## src/hir_pkg.sv

```systemverilog
// shared constants and types for the high-resolution result register block
package hir_pkg;
  // register addresses on the internal register port
  localparam logic [7:0] HIR_ADDR_OFFSET_LOW = 8'h32;
  localparam logic [7:0] HIR_ADDR_OFFSET_HIGH = 8'h33;
  localparam logic [7:0] HIR_ADDR_CONFIG = 8'h34;
  localparam logic [7:0] HIR_ADDR_RESULT_LOW = 8'h38;
  localparam logic [7:0] HIR_ADDR_RESULT_MIDDLE = 8'h39;
  localparam logic [7:0] HIR_ADDR_RESULT_HIGH = 8'h3A;

  // reset values
  localparam logic [7:0] HIR_RST_BYTE = 8'h00;
  localparam logic [15:0] HIR_RST_OFFSET = 16'h0000;
  localparam logic [23:0] HIR_RST_RESULT = 24'h00_0000;
  // data-ready flag reads zero out of reset
  localparam logic HIR_RST_PENDING_N = 1'b0;
  // value returned for unmapped addresses
  localparam logic [7:0] HIR_UNMAPPED_DATA = 8'h00;

  // config field layout
  localparam int HIR_DIV_LSB = 0;
  localparam int HIR_DIV_MSB = 1;

  // conversion timing: window = reference_count * mul + add reference cycles
  localparam int HIR_CONV_MUL = 16;
  localparam int HIR_CONV_ADD = 55;
  localparam int HIR_REFERENCE_COUNT_W = 16;
  localparam int HIR_WIN_W = 21;
  localparam int HIR_CODE_W = 24;
  localparam int HIR_QBIT_W = 5;

  // error flag positions inside a 4-bit error vector
  localparam int HIR_ZERO_CYCLES_ERROR = 3;
  localparam int HIR_ERR_OR = 2;
  localparam int HIR_UNDER_RANGE_ERROR = 1;
  localparam int HIR_OVERFLOW_ERROR = 0;

  // sensor divider settings
  typedef enum logic [1:0] {
    HIR_DIV_BY1,
    HIR_DIV_BY2,
    HIR_DIV_BY4,
    HIR_DIV_BY8
  } hir_div_e;
endpackage

```

## src/hir_conv_if.sv

```systemverilog
// link between the register block and the conversion timer
`timescale 1ns/100ps
interface hir_conv_if;
  logic [1:0] div_sel;
  logic [15:0] reference_count;
  logic conv_done;
  logic [23:0] raw_code;
  logic raw_zero;
  logic raw_over_range;
  logic raw_overflow;

  modport timer (
    input div_sel,
    input reference_count,
    output conv_done,
    output raw_code,
    output raw_zero,
    output raw_over_range,
    output raw_overflow
  );

  modport regs (
    output div_sel,
    output reference_count,
    input conv_done,
    input raw_code,
    input raw_zero,
    input raw_over_range,
    input raw_overflow
  );
endinterface

```

## src/hir_result_regs.sv

```systemverilog
// high-resolution result registers: offset, divider config, result bytes, flags
// Operation
// - 16-bit offset from low and high bytes, subtracted from each result.
// - two-bit divider field divides sensor frequency by 1, 2, 4 or 8.
// - 24-bit result spread over three read-only byte registers.
// - zero-offset code is fsensor times 2^24 over fref over 2^div.
// - all six registers reset to zero; result registers ignore writes.
// - active-low ready flag drops at conversion end, rises on low-byte read.
// - error flags become visible only after a low-byte read.
// - conversion lasts reference count times 16 plus 55 reference cycles.
`timescale 1ns/100ps
module hir_result_regs import hir_pkg::*; (
  input wire logic ref_clk,
  input wire logic sys_rst,
  input wire logic [7:0] reg_addr,
  input wire logic reg_wr_en,
  input wire logic [7:0] reg_wdata,
  input wire logic reg_rd_en,
  output logic [7:0] reg_rdata,
  input wire logic sensor_edge,
  input wire logic [HIR_REFERENCE_COUNT_W-1:0] reference_count,
  output logic conv_done,
  output logic hires_result_pending_n,
  output logic zero_cycles_error,
  output logic over_range_error,
  output logic under_range_error,
  output logic overflow_error
);

  typedef struct packed {
    logic [15:0] hires_offset_value;
    logic [7:0] cfg;
    logic [HIR_CODE_W-1:0] hires_result_code;
    logic [15:0] hold;
    logic [3:0] err_pend;
    logic [3:0] err_vis;
    logic pending_n;
    logic [7:0] rdata;
    logic done;
  } hir_regs_s;

  hir_regs_s regs_reg;
  hir_regs_s regs_next;

  hir_conv_if conv ();

  logic [HIR_CODE_W:0] diff;
  logic neg;
  logic rd_low;

  // divider field steers the sensor prescaler
  assign conv.div_sel = regs_reg.cfg[HIR_DIV_MSB:HIR_DIV_LSB];
  // reference count feeds the window timer
  assign conv.reference_count = reference_count;

  hir_conv_timer u_timer (
    .ref_clk(ref_clk),
    .sys_rst(sys_rst),
    .sensor_edge(sensor_edge),
    .conv(conv.timer)
  );

  // subtract offset; borrow means negative code
  assign diff = {1'b0, conv.raw_code} - {9'h000, regs_reg.hires_offset_value};
  assign neg = diff[HIR_CODE_W];
  assign rd_low = reg_rd_en && (reg_addr == HIR_ADDR_RESULT_LOW);

  // next state of the register file
  always_comb begin
    regs_next = regs_reg;
    regs_next.done = 1'b0;

    // register reads; data is returned one cycle after the strobe
    if (reg_rd_en) begin
      case (reg_addr)
        HIR_ADDR_OFFSET_LOW: regs_next.rdata = regs_reg.hires_offset_value[7:0];
        HIR_ADDR_OFFSET_HIGH: regs_next.rdata = regs_reg.hires_offset_value[15:8];
        HIR_ADDR_CONFIG: regs_next.rdata = regs_reg.cfg;
        // low byte from live result, upper bytes from the snapshot
        HIR_ADDR_RESULT_LOW: regs_next.rdata = regs_reg.hires_result_code[7:0];
        HIR_ADDR_RESULT_MIDDLE: regs_next.rdata = regs_reg.hold[7:0];
        HIR_ADDR_RESULT_HIGH: regs_next.rdata = regs_reg.hold[15:8];
        default: regs_next.rdata = HIR_UNMAPPED_DATA;
      endcase
    end

    // snapshot upper bytes so the sequence stays coherent
    if (rd_low) begin
      regs_next.hold = regs_reg.hires_result_code[HIR_CODE_W-1:8];
      // publish the errors of the result just read
      regs_next.err_vis = regs_reg.err_pend;
      // reading the low byte releases the ready flag
      regs_next.pending_n = 1'b1;
    end

    // only offset and config take writes; results ignore them
    if (reg_wr_en) begin
      case (reg_addr)
        HIR_ADDR_OFFSET_LOW: regs_next.hires_offset_value[7:0] = reg_wdata;
        HIR_ADDR_OFFSET_HIGH: regs_next.hires_offset_value[15:8] = reg_wdata;
        // upper bits stored as written, no masking
        HIR_ADDR_CONFIG: regs_next.cfg = reg_wdata;
        default: begin
        end
      endcase
    end

    // new conversion; placed last so it wins over a same-cycle low read
    if (conv.conv_done) begin
      // clamp a negative code to zero and flag it
      regs_next.hires_result_code = neg ? HIR_RST_RESULT : diff[HIR_CODE_W-1:0];
      regs_next.err_pend[HIR_ZERO_CYCLES_ERROR] = conv.raw_zero;
      regs_next.err_pend[HIR_ERR_OR] = conv.raw_over_range;
      regs_next.err_pend[HIR_UNDER_RANGE_ERROR] = neg && !conv.raw_zero && !conv.raw_over_range;
      regs_next.err_pend[HIR_OVERFLOW_ERROR] = conv.raw_overflow;
      // ready flag drops at conversion end
      regs_next.pending_n = 1'b0;
      regs_next.done = 1'b1;
    end
  end

  // state register, everything zero after reset
  always_ff @(posedge ref_clk or posedge sys_rst) begin
    if (sys_rst) begin
      regs_reg.hires_offset_value <= HIR_RST_OFFSET;
      regs_reg.cfg <= HIR_RST_BYTE;
      regs_reg.hires_result_code <= HIR_RST_RESULT;
      regs_reg.hold <= HIR_RST_OFFSET;
      regs_reg.err_pend <= 4'h0;
      regs_reg.err_vis <= 4'h0;
      regs_reg.pending_n <= HIR_RST_PENDING_N;
      regs_reg.rdata <= HIR_RST_BYTE;
      regs_reg.done <= 1'b0;
    end else begin
      regs_reg <= regs_next;
    end
  end

  // outputs, all straight from the state register
  assign reg_rdata = regs_reg.rdata;
  assign conv_done = regs_reg.done;
  assign hires_result_pending_n = regs_reg.pending_n;
  assign zero_cycles_error = regs_reg.err_vis[HIR_ZERO_CYCLES_ERROR];
  assign over_range_error = regs_reg.err_vis[HIR_ERR_OR];
  assign under_range_error = regs_reg.err_vis[HIR_UNDER_RANGE_ERROR];
  assign overflow_error = regs_reg.err_vis[HIR_OVERFLOW_ERROR];
endmodule

```

## src/hir_conv_timer.sv

```systemverilog
// conversion window timer, sensor divider and code divider
`timescale 1ns/100ps
module hir_conv_timer import hir_pkg::*; (
  input wire logic ref_clk,
  input wire logic sys_rst,
  input wire logic sensor_edge,
  hir_conv_if.timer conv
);

  typedef enum logic {
    HIR_ST_COUNT,
    HIR_ST_DIVIDE
  } hir_tstate_e;

  typedef struct packed {
    hir_tstate_e st;
    logic [HIR_WIN_W-1:0] win_cnt;
    logic [HIR_WIN_W-1:0] edge_cnt;
    logic [2:0] presc;
    logic [HIR_WIN_W-1:0] den;
    logic [HIR_WIN_W:0] rem;
    logic [HIR_CODE_W-1:0] quot;
    logic [HIR_QBIT_W-1:0] bit_cnt;
    logic done;
    logic [HIR_CODE_W-1:0] code;
    logic zc;
    logic ovr;
    logic ovf;
  } hir_timer_s;

  hir_timer_s timer_reg;
  hir_timer_s timer_next;

  logic [HIR_WIN_W-1:0] win_len;
  logic [2:0] presc_mask;
  logic div_edge;
  logic [HIR_WIN_W-1:0] edge_final;
  logic [HIR_WIN_W:0] rem_shift;

  assign win_len = HIR_WIN_W'({5'h0, conv.reference_count} * HIR_CONV_MUL) + HIR_WIN_W'(HIR_CONV_ADD);

  assign presc_mask = 3'((4'h1 << conv.div_sel) - 4'h1);
  assign div_edge = sensor_edge && ((timer_reg.presc & presc_mask) == presc_mask);
  assign edge_final = timer_reg.edge_cnt + HIR_WIN_W'(div_edge);
  assign rem_shift = {timer_reg.rem[HIR_WIN_W-1:0], 1'b0};

  // next state: count the window, then long-divide edges * 2^24 by its length
  always_comb begin
    timer_next = timer_reg;
    timer_next.done = 1'b0;
    if (sensor_edge) begin
      timer_next.presc = timer_reg.presc + 3'h1;
    end
    timer_next.edge_cnt = edge_final;
    timer_next.win_cnt = timer_reg.win_cnt + HIR_WIN_W'(1);
    // >= so that a shrinking reference count still closes the window
    if (timer_reg.win_cnt >= win_len - HIR_WIN_W'(1)) begin
      timer_next.win_cnt = '0;
      timer_next.edge_cnt = '0;
      timer_next.den = win_len;
      timer_next.zc = (edge_final == '0);
      timer_next.ovr = (edge_final > win_len);
      timer_next.ovf = (edge_final == win_len);
      if ((edge_final == '0) || (edge_final >= win_len)) begin
        // no edges, or code would not fit in 24 bits: report at once with zero code
        timer_next.code = '0;
        timer_next.done = 1'b1;
      end else begin
        timer_next.rem = {1'b0, edge_final};
        timer_next.quot = '0;
        timer_next.bit_cnt = HIR_QBIT_W'(HIR_CODE_W);
        timer_next.st = HIR_ST_DIVIDE;
      end
    end
    // one quotient bit per cycle, 24 cycles, shorter than any window
    case (timer_reg.st)
      HIR_ST_COUNT: begin
      end
      HIR_ST_DIVIDE: begin
        if (rem_shift >= {1'b0, timer_reg.den}) begin
          timer_next.rem = rem_shift - {1'b0, timer_reg.den};
          timer_next.quot = {timer_reg.quot[HIR_CODE_W-2:0], 1'b1};
        end else begin
          timer_next.rem = rem_shift;
          timer_next.quot = {timer_reg.quot[HIR_CODE_W-2:0], 1'b0};
        end
        timer_next.bit_cnt = timer_reg.bit_cnt - HIR_QBIT_W'(1);
        if (timer_reg.bit_cnt == HIR_QBIT_W'(1)) begin
          timer_next.code = timer_next.quot;
          timer_next.done = 1'b1;
          timer_next.st = HIR_ST_COUNT;
        end
      end
      default: begin
        timer_next.st = HIR_ST_COUNT;
      end
    endcase
  end

  // state register
  always_ff @(posedge ref_clk or posedge sys_rst) begin
    if (sys_rst) begin
      timer_reg <= '0;
    end else begin
      timer_reg <= timer_next;
    end
  end

  // results toward the register block
  assign conv.conv_done = timer_reg.done;
  assign conv.raw_code = timer_reg.code;
  assign conv.raw_zero = timer_reg.zc;
  assign conv.raw_over_range = timer_reg.ovr;
  assign conv.raw_overflow = timer_reg.ovf;
endmodule

```

## config.mk

```make
export PLATFORM = sky130hd
export DESIGN_NAME = hir_result_regs
export DESIGN_NICKNAME = d
export VERILOG_FILES = /design/src/hir_pkg.sv /design/src/hir_conv_if.sv /design/src/hir_result_regs.sv /design/src/hir_conv_timer.sv
export SDC_FILE = /design/constraint.sdc
export NUM_CORES = 1
export LEC_CHECK = 0
export BUFFER_PORTS_ARGS = -buffer_cell sky130_fd_sc_hd__buf_2
export CAP_MARGIN = 40
export CELL_PAD_IN_SITES_DETAIL_PLACEMENT = 1
export CELL_PAD_IN_SITES_GLOBAL_PLACEMENT = 1
export CORE_UTILIZATION = 49
export DETAILED_ROUTE_END_ITERATION = 7
export HOLD_SLACK_MARGIN = 0.06
export PLACE_DENSITY_LB_ADDON = 0.1
export SLEW_MARGIN = 10
export SYNTH_ARGS = -nofsm -noshare
export SYNTH_HDL_FRONTEND = slang
export SYNTH_SLANG_ARGS = --single-unit
```

## constraint.sdc

```tcl
create_clock -name ref_clk -period 8.8 [get_ports ref_clk]
set_input_delay 0 -clock ref_clk [delete_from_list [all_inputs] [get_ports ref_clk]]
set_output_delay 0 -clock ref_clk [all_outputs]
set_load 0.02 [all_outputs]
```

# Word-level counts from Yosys, hierarchy flattened

Cells that the tools add are included.

Logic and storage cells: 77
Register bits after elaboration: 226
Input bits: 37
Output and inout bits: 14

Mux-type cells: 15
Add/subtract/negate cells: 9
$lt $le $gt $ge: 4
Shift operators: 1
Equal/unequal tests: 10
Reduce and logical (&&, ||, !) cells: 14
Bitwise gates (word level): 1

Operators by type and width:

| kind                                                                 | number |
|---|---|
| 78-bit two-way mux                                                   | 1 |
| 75-bit two-way mux                                                   | 1 |
| 25-bit two-way mux                                                   | 2 |
| 50-bit two-way mux                                                   | 1 |
| 8-bit by 6-bit == test with 1-bit output, second input constant      | 6 |
| 8-bit case mux with 6 select lines                                   | 1 |
| 45-bit two-way mux                                                   | 1 |
| 43-bit two-way mux                                                   | 1 |
| 21-bit greater-or-equal comparator                                   | 2 |
| 24-bit by 16-bit subtractor with 25-bit output                       | 1 |
| 24-bit two-way mux                                                   | 1 |
| 22-bit by 21-bit greater-or-equal comparator with 1-bit output       | 1 |
| 20-bit by 6-bit adder with 21-bit output, second input constant      | 1 |
| 21-bit by 1-bit adder with 21-bit output                             | 1 |
| 21-bit by 1-bit adder with 21-bit output, second input constant      | 1 |
| 21-bit == test                                                       | 1 |
| 21-bit greater-than comparator                                       | 1 |
| 21-bit zero test                                                     | 1 |
| 21-bit by 1-bit subtractor with 21-bit output, second input constant | 1 |
| 21-bit subtractor                                                    | 1 |
| 2-bit AND reduction                                                  | 4 |
| 1-bit two-way mux                                                    | 6 |
| 5-bit by 1-bit == test with 1-bit output, second input constant      | 1 |
| 5-bit by 1-bit subtractor with 5-bit output, second input constant   | 1 |
| 10 further kinds                                                     | 15 |

# Longest topological paths before layout

Depth in word-level cells: 12
Depth in mapped cells: 23

# Modules after synthesis

Synthesis repeated with hierarchy kept, for this count alone.

Cell total of the unflattened synthesis: 1426
Area, all modules: 13337.8 um^2

By module, submodules not included:

| module          | area each (um^2) | cells an instance | seq. area each (um^2) | times used |
|---|---|---|---|---|
| hir_conv_timer  | 8725.9           | 947               | 3528.4                | 1 |
| hir_result_regs | 4611.9           | 479               | 2052.0                | 1 |

# Least setup slack after synthesis

OpenSTA, ideal clock, no wires.

Kind: register to register
From: reg regs_reg, in the netlist conv.div_sel[1]
To: reg u_timer.timer_reg, in the netlist u_timer.rem_shift[15]
Path buffers: 2
Cell stages (with the launch flop): 23
Arrival time: 4.213 ns
Path slack: 4.459 ns
Data required time: 8.673 ns
Clock period less this slack: 4.341 ns
Cell sequence: dfrtp_1 inv_1 o21ai_0 a21oi_1 ha_1 ha_1 buf_2 nand4_4 nor4_4 and3_1 nand3_1 xor2_1 inv_1 ha_1 nand4_1 or2_2 nor3_1 o21ai_0 o2111a_1 o211ai_4 and2b_1 buf_4 mux2_1

Word-level cells in the longest chain between the ends: 10

Ends and longest elaborated chain:

| what                                                                          | RTL line               | text |
|---|---|---|
| from (decl)                                                                   | hir_result_regs.sv:42  | `hir_regs_s regs_reg;` |
| from (signal assigned)                                                        | hir_result_regs.sv:135 | `regs_reg <= regs_next;` |
| 1-bit by 2-bit << shifter with 3-bit output *                                 | hir_conv_timer.sv:42   | `assign presc_mask = 3'((4'h1 << conv.div_sel) - 4'h1);` |
| 3-bit by 1-bit subtractor with 3-bit output *                                 | hir_conv_timer.sv:42   |  |
| 3-bit bitwise AND                                                             | hir_conv_timer.sv:43   | `assign div_edge = sensor_edge && ((timer_reg.presc & presc_mask) == presc_mask);` |
| 3-bit == test *                                                               | hir_conv_timer.sv:43   |  |
| 1-bit logical AND *                                                           | hir_conv_timer.sv:43   |  |
| 21-bit by 1-bit adder with 21-bit output *                                    | hir_conv_timer.sv:44   | `assign edge_final = timer_reg.edge_cnt + HIR_WIN_W'(div_edge);` |
| 21-bit greater-or-equal comparator / 21-bit zero test (equally long branches) | hir_conv_timer.sv:64   | `if ((edge_final == '0) \|\| (edge_final >= win_len)) begin` |
| 1-bit logical OR                                                              | hir_conv_timer.sv:64   |  |
| 2-bit by 1-bit inequality test with 1-bit output (no source line)             | -                      |  |
| 2-bit AND reduction (no source line)                                          | -                      |  |
| to (signal assigned)                                                          | hir_conv_timer.sv:105  | `timer_reg <= timer_next;` |
| to (decl)                                                                     | hir_conv_timer.sv:31   | `hir_timer_s timer_reg;` |

Every way passes the cells marked *; elsewhere a longest branch is shown, timed or not. The select of a mux whose other input is x is not followed.
A chain may end at the register's enable or synchronous reset.

# Final worst setup path

From: reg regs_reg, in the netlist conv.div_sel[1]
To: reg u_timer.timer_reg, in the netlist u_timer.rem_shift[21]

The elaborated chain is that of the path after synthesis.

==> out/metrics.yaml <==
place_congestion: 0.864
synthFlopType: "dfrtp_1"
synth_seq_area_share: 0.436
yosysUniqueCellTypes: 69
synth.area.top_cells: "dfrtp_1 (44%), ha_1 (7.6%), mux2_2 (4.3%)"
ys_ff_latch: 223
largest_register_ff_count: 92
grt_first_pass_wirelength_um: 58300
worst_ep_required_time_ns: 9.21
avgViaCountPerCell: 5.83
grtUsageTotal: 0.278
die_h_um: 164
final_nets: 1499
port_buffers: 50
drc: 0
drt-initial-drc-count: 455
yosysTopAreaCellShare: 0.436
grt-ovfl-total: 0
avgSynthCellArea_sq_um: 9.70
synth_edf_count: 0
cp-start-kind: "flop"
power_uw: 4430
synthArstFlopShare: 1.00
finalCritPeriodShare: 0.635
maxSlewHeadroom: 0.402
setup_violations: 0
clk_pin_slew_ns: 0.06
worst_ir_drop_vdd_mv: 0.193
ff2ff_path_depth: 21
clk_latency_ns: 0.54
coreArea_sq_um: 25400
insertedDiodeCount: 0
path_depth: 21
path_delay_family: "simple AND/OR/NAND/NOR gates"
cp_num_buf_inv: 3
drt_wl_total_um: 35500
drive_gt1_frac: 0.123
drv_slew: 0
ioPinCount: 51
tightest_slew_ns: 0.897
grt_max_degree: 105
syn-num-nets: 1434
cp_max_fo: 45
synth_warnings: 0
max_cap_viol_count: 0
clock_skew_ns: 0.0203
antenna_found_initial: 0
wire_per_inst_um: 20.5
fp.dieArea_sq_um: 26700
cpMostUsedCell: "ha_1"
area_growth_pct: 13.2
power_density_nw_per_um2: 306
via_count: 10087
ctsLongestPathBuffers: 3
h-tree-depth: 1
worstPathCellList: "inv_1 -> o21ai_0 -> a21oi_1 -> ha_1 -> ha_1 -> nand4_4 -> nor4_4 -> and3_1 -> nand3_1 -> xor2_1 -> inv_1 -> ha_1 -> nand4_1 -> or2_2 -> nor3_1 -> o21ai_0 -> o2111a_1 -> o211ai_4 -> buf_4 -> and2b_1 -> mux2_1"
leakagePower_uw: 0.00697
synth_area_leader_cell: "dfrtp_1"
row_count: 58
cts_root_buf: "clkbuf_16"
mappedNetlistArea_sq_um: 12800
finalCriticalPeriod_ns: 5.59
cts_tree: "yes"
final_common_cell: "dfrtp_1"
cts_post_setup_buffers_inserted: 0
post_cts_resized: 0
die_x_um: 164
cpPeakStageDelay_ns: 0.51
cts_hold_buf: 33
crit_type: "flop to flop"
arrival_ns: 6.00
cp_slowest_cell: "buf_4"
rsz0062_at_grt: "false"
layout_common_cells: "dfrtp_1 (222), nand2_1 (132), nor2_1 (100)"
cts.sinks: 223
drtPass1Iterations: 4
grt_pass1_vias: 10926
hold_depth: 4
min_path_type: "input pin to flop"
finalSetupTns_ns: 0
cts_inserted_buffers: 25
status: "finished, final reports clean"
hold_viol: 0
dp_hpwl_um: 24900
drtAntennaViolNets: 0
max_freq_mhz: 179
syn_inst: 1318
start_util: 0.503
endpoint_kind: "flop"
## cell usage after synthesis, drive strengths merged (25+ instances only)
cell      n
ha       78
xnor2    35
nand3    41
a22oi    27
dfrtp   223
clkbuf   36
inv      72
mux2i    31
xor2     49
o21ai    86
nor2    100
nand2   132
a22o     25
mux2     53
a21oi    64
## cell families after synthesis
| kind of cell | share of synthesized area |
|---|---|
| multiplexers | 0.0710 |
| AO/OA/AOI/OAI | 0.160 |
| flip-flops | 0.436 |
| buffers and inverters | 0.0434 |
| AND/OR/NAND/NOR | 0.154 |
| adder cells (fa/ha/maj) | 0.0779 |
| XOR/XNOR | 0.0575 |
## area by class of cell
cell class	instances	area [sq um]
clock buffer	34	679
clock inverter	11	123
fill	2856	10900
inverter	72	278
multi-input combinational	963	6660
sequential	223	5580
tap	330	413
timing repair buffer	98	734
## per-stage QoR
stage,hold WS (ns),cells,utilization,cell area [sq um],setup WS [ns]
final,0.0872,1731,0.570,14500,3.21
after global routing,0.133,1731,0.570,14500,2.75
after CTS,0.0629,1731,0.570,14500,3.29
after detailed placement,0.211,1653,0.525,13300,3.31
after global placement,0.188,1647,0.522,13300,3.59
after floorplan,0.0847,1318,-,12800,2.69
## tightest hold or removal path: cells and delay by family
kind | cells | cell delay (ns)
AOI/OAI and AO/OA | 2 | 0.36
buffers and inverters | 1 | 0.12
and+or+nand+nor | 1 | 0.10
## path summary, 6_finish.rpt
path	from	end	slack, ns
max in group asynchronous	sys_rst	u_timer.timer_reg[43]	7.48
hold / removal	reg_addr[3]	reg_rdata[5]	0.09
hold reg to reg	u_timer.timer_reg[102]	u_timer.timer_reg[102]	0.47
setup reg to reg	conv.div_sel[1]	u_timer.rem_shift[21]	3.21
setup / recovery	conv.div_sel[1]	u_timer.rem_shift[21]	3.21
min in group asynchronous	sys_rst	regs_reg[67]	0.17
## power breakdown
group / switching (uW) / leakage, uW / internal [uW]
logic: 1110 / 0.00365 / 781
registers: 234 / 0.00292 / 1270
clock network: 433 / 0.000396 / 603
total: 1780 / 0.00697 / 2650
## per-layer routing
layer  routed length, um  global-route usage
met4                1330              0.0993
met1               15000               0.335
met5                   0                   0
met2               18300               0.509
met3                 859              0.0310
Power figures use the tool's default switching activity.
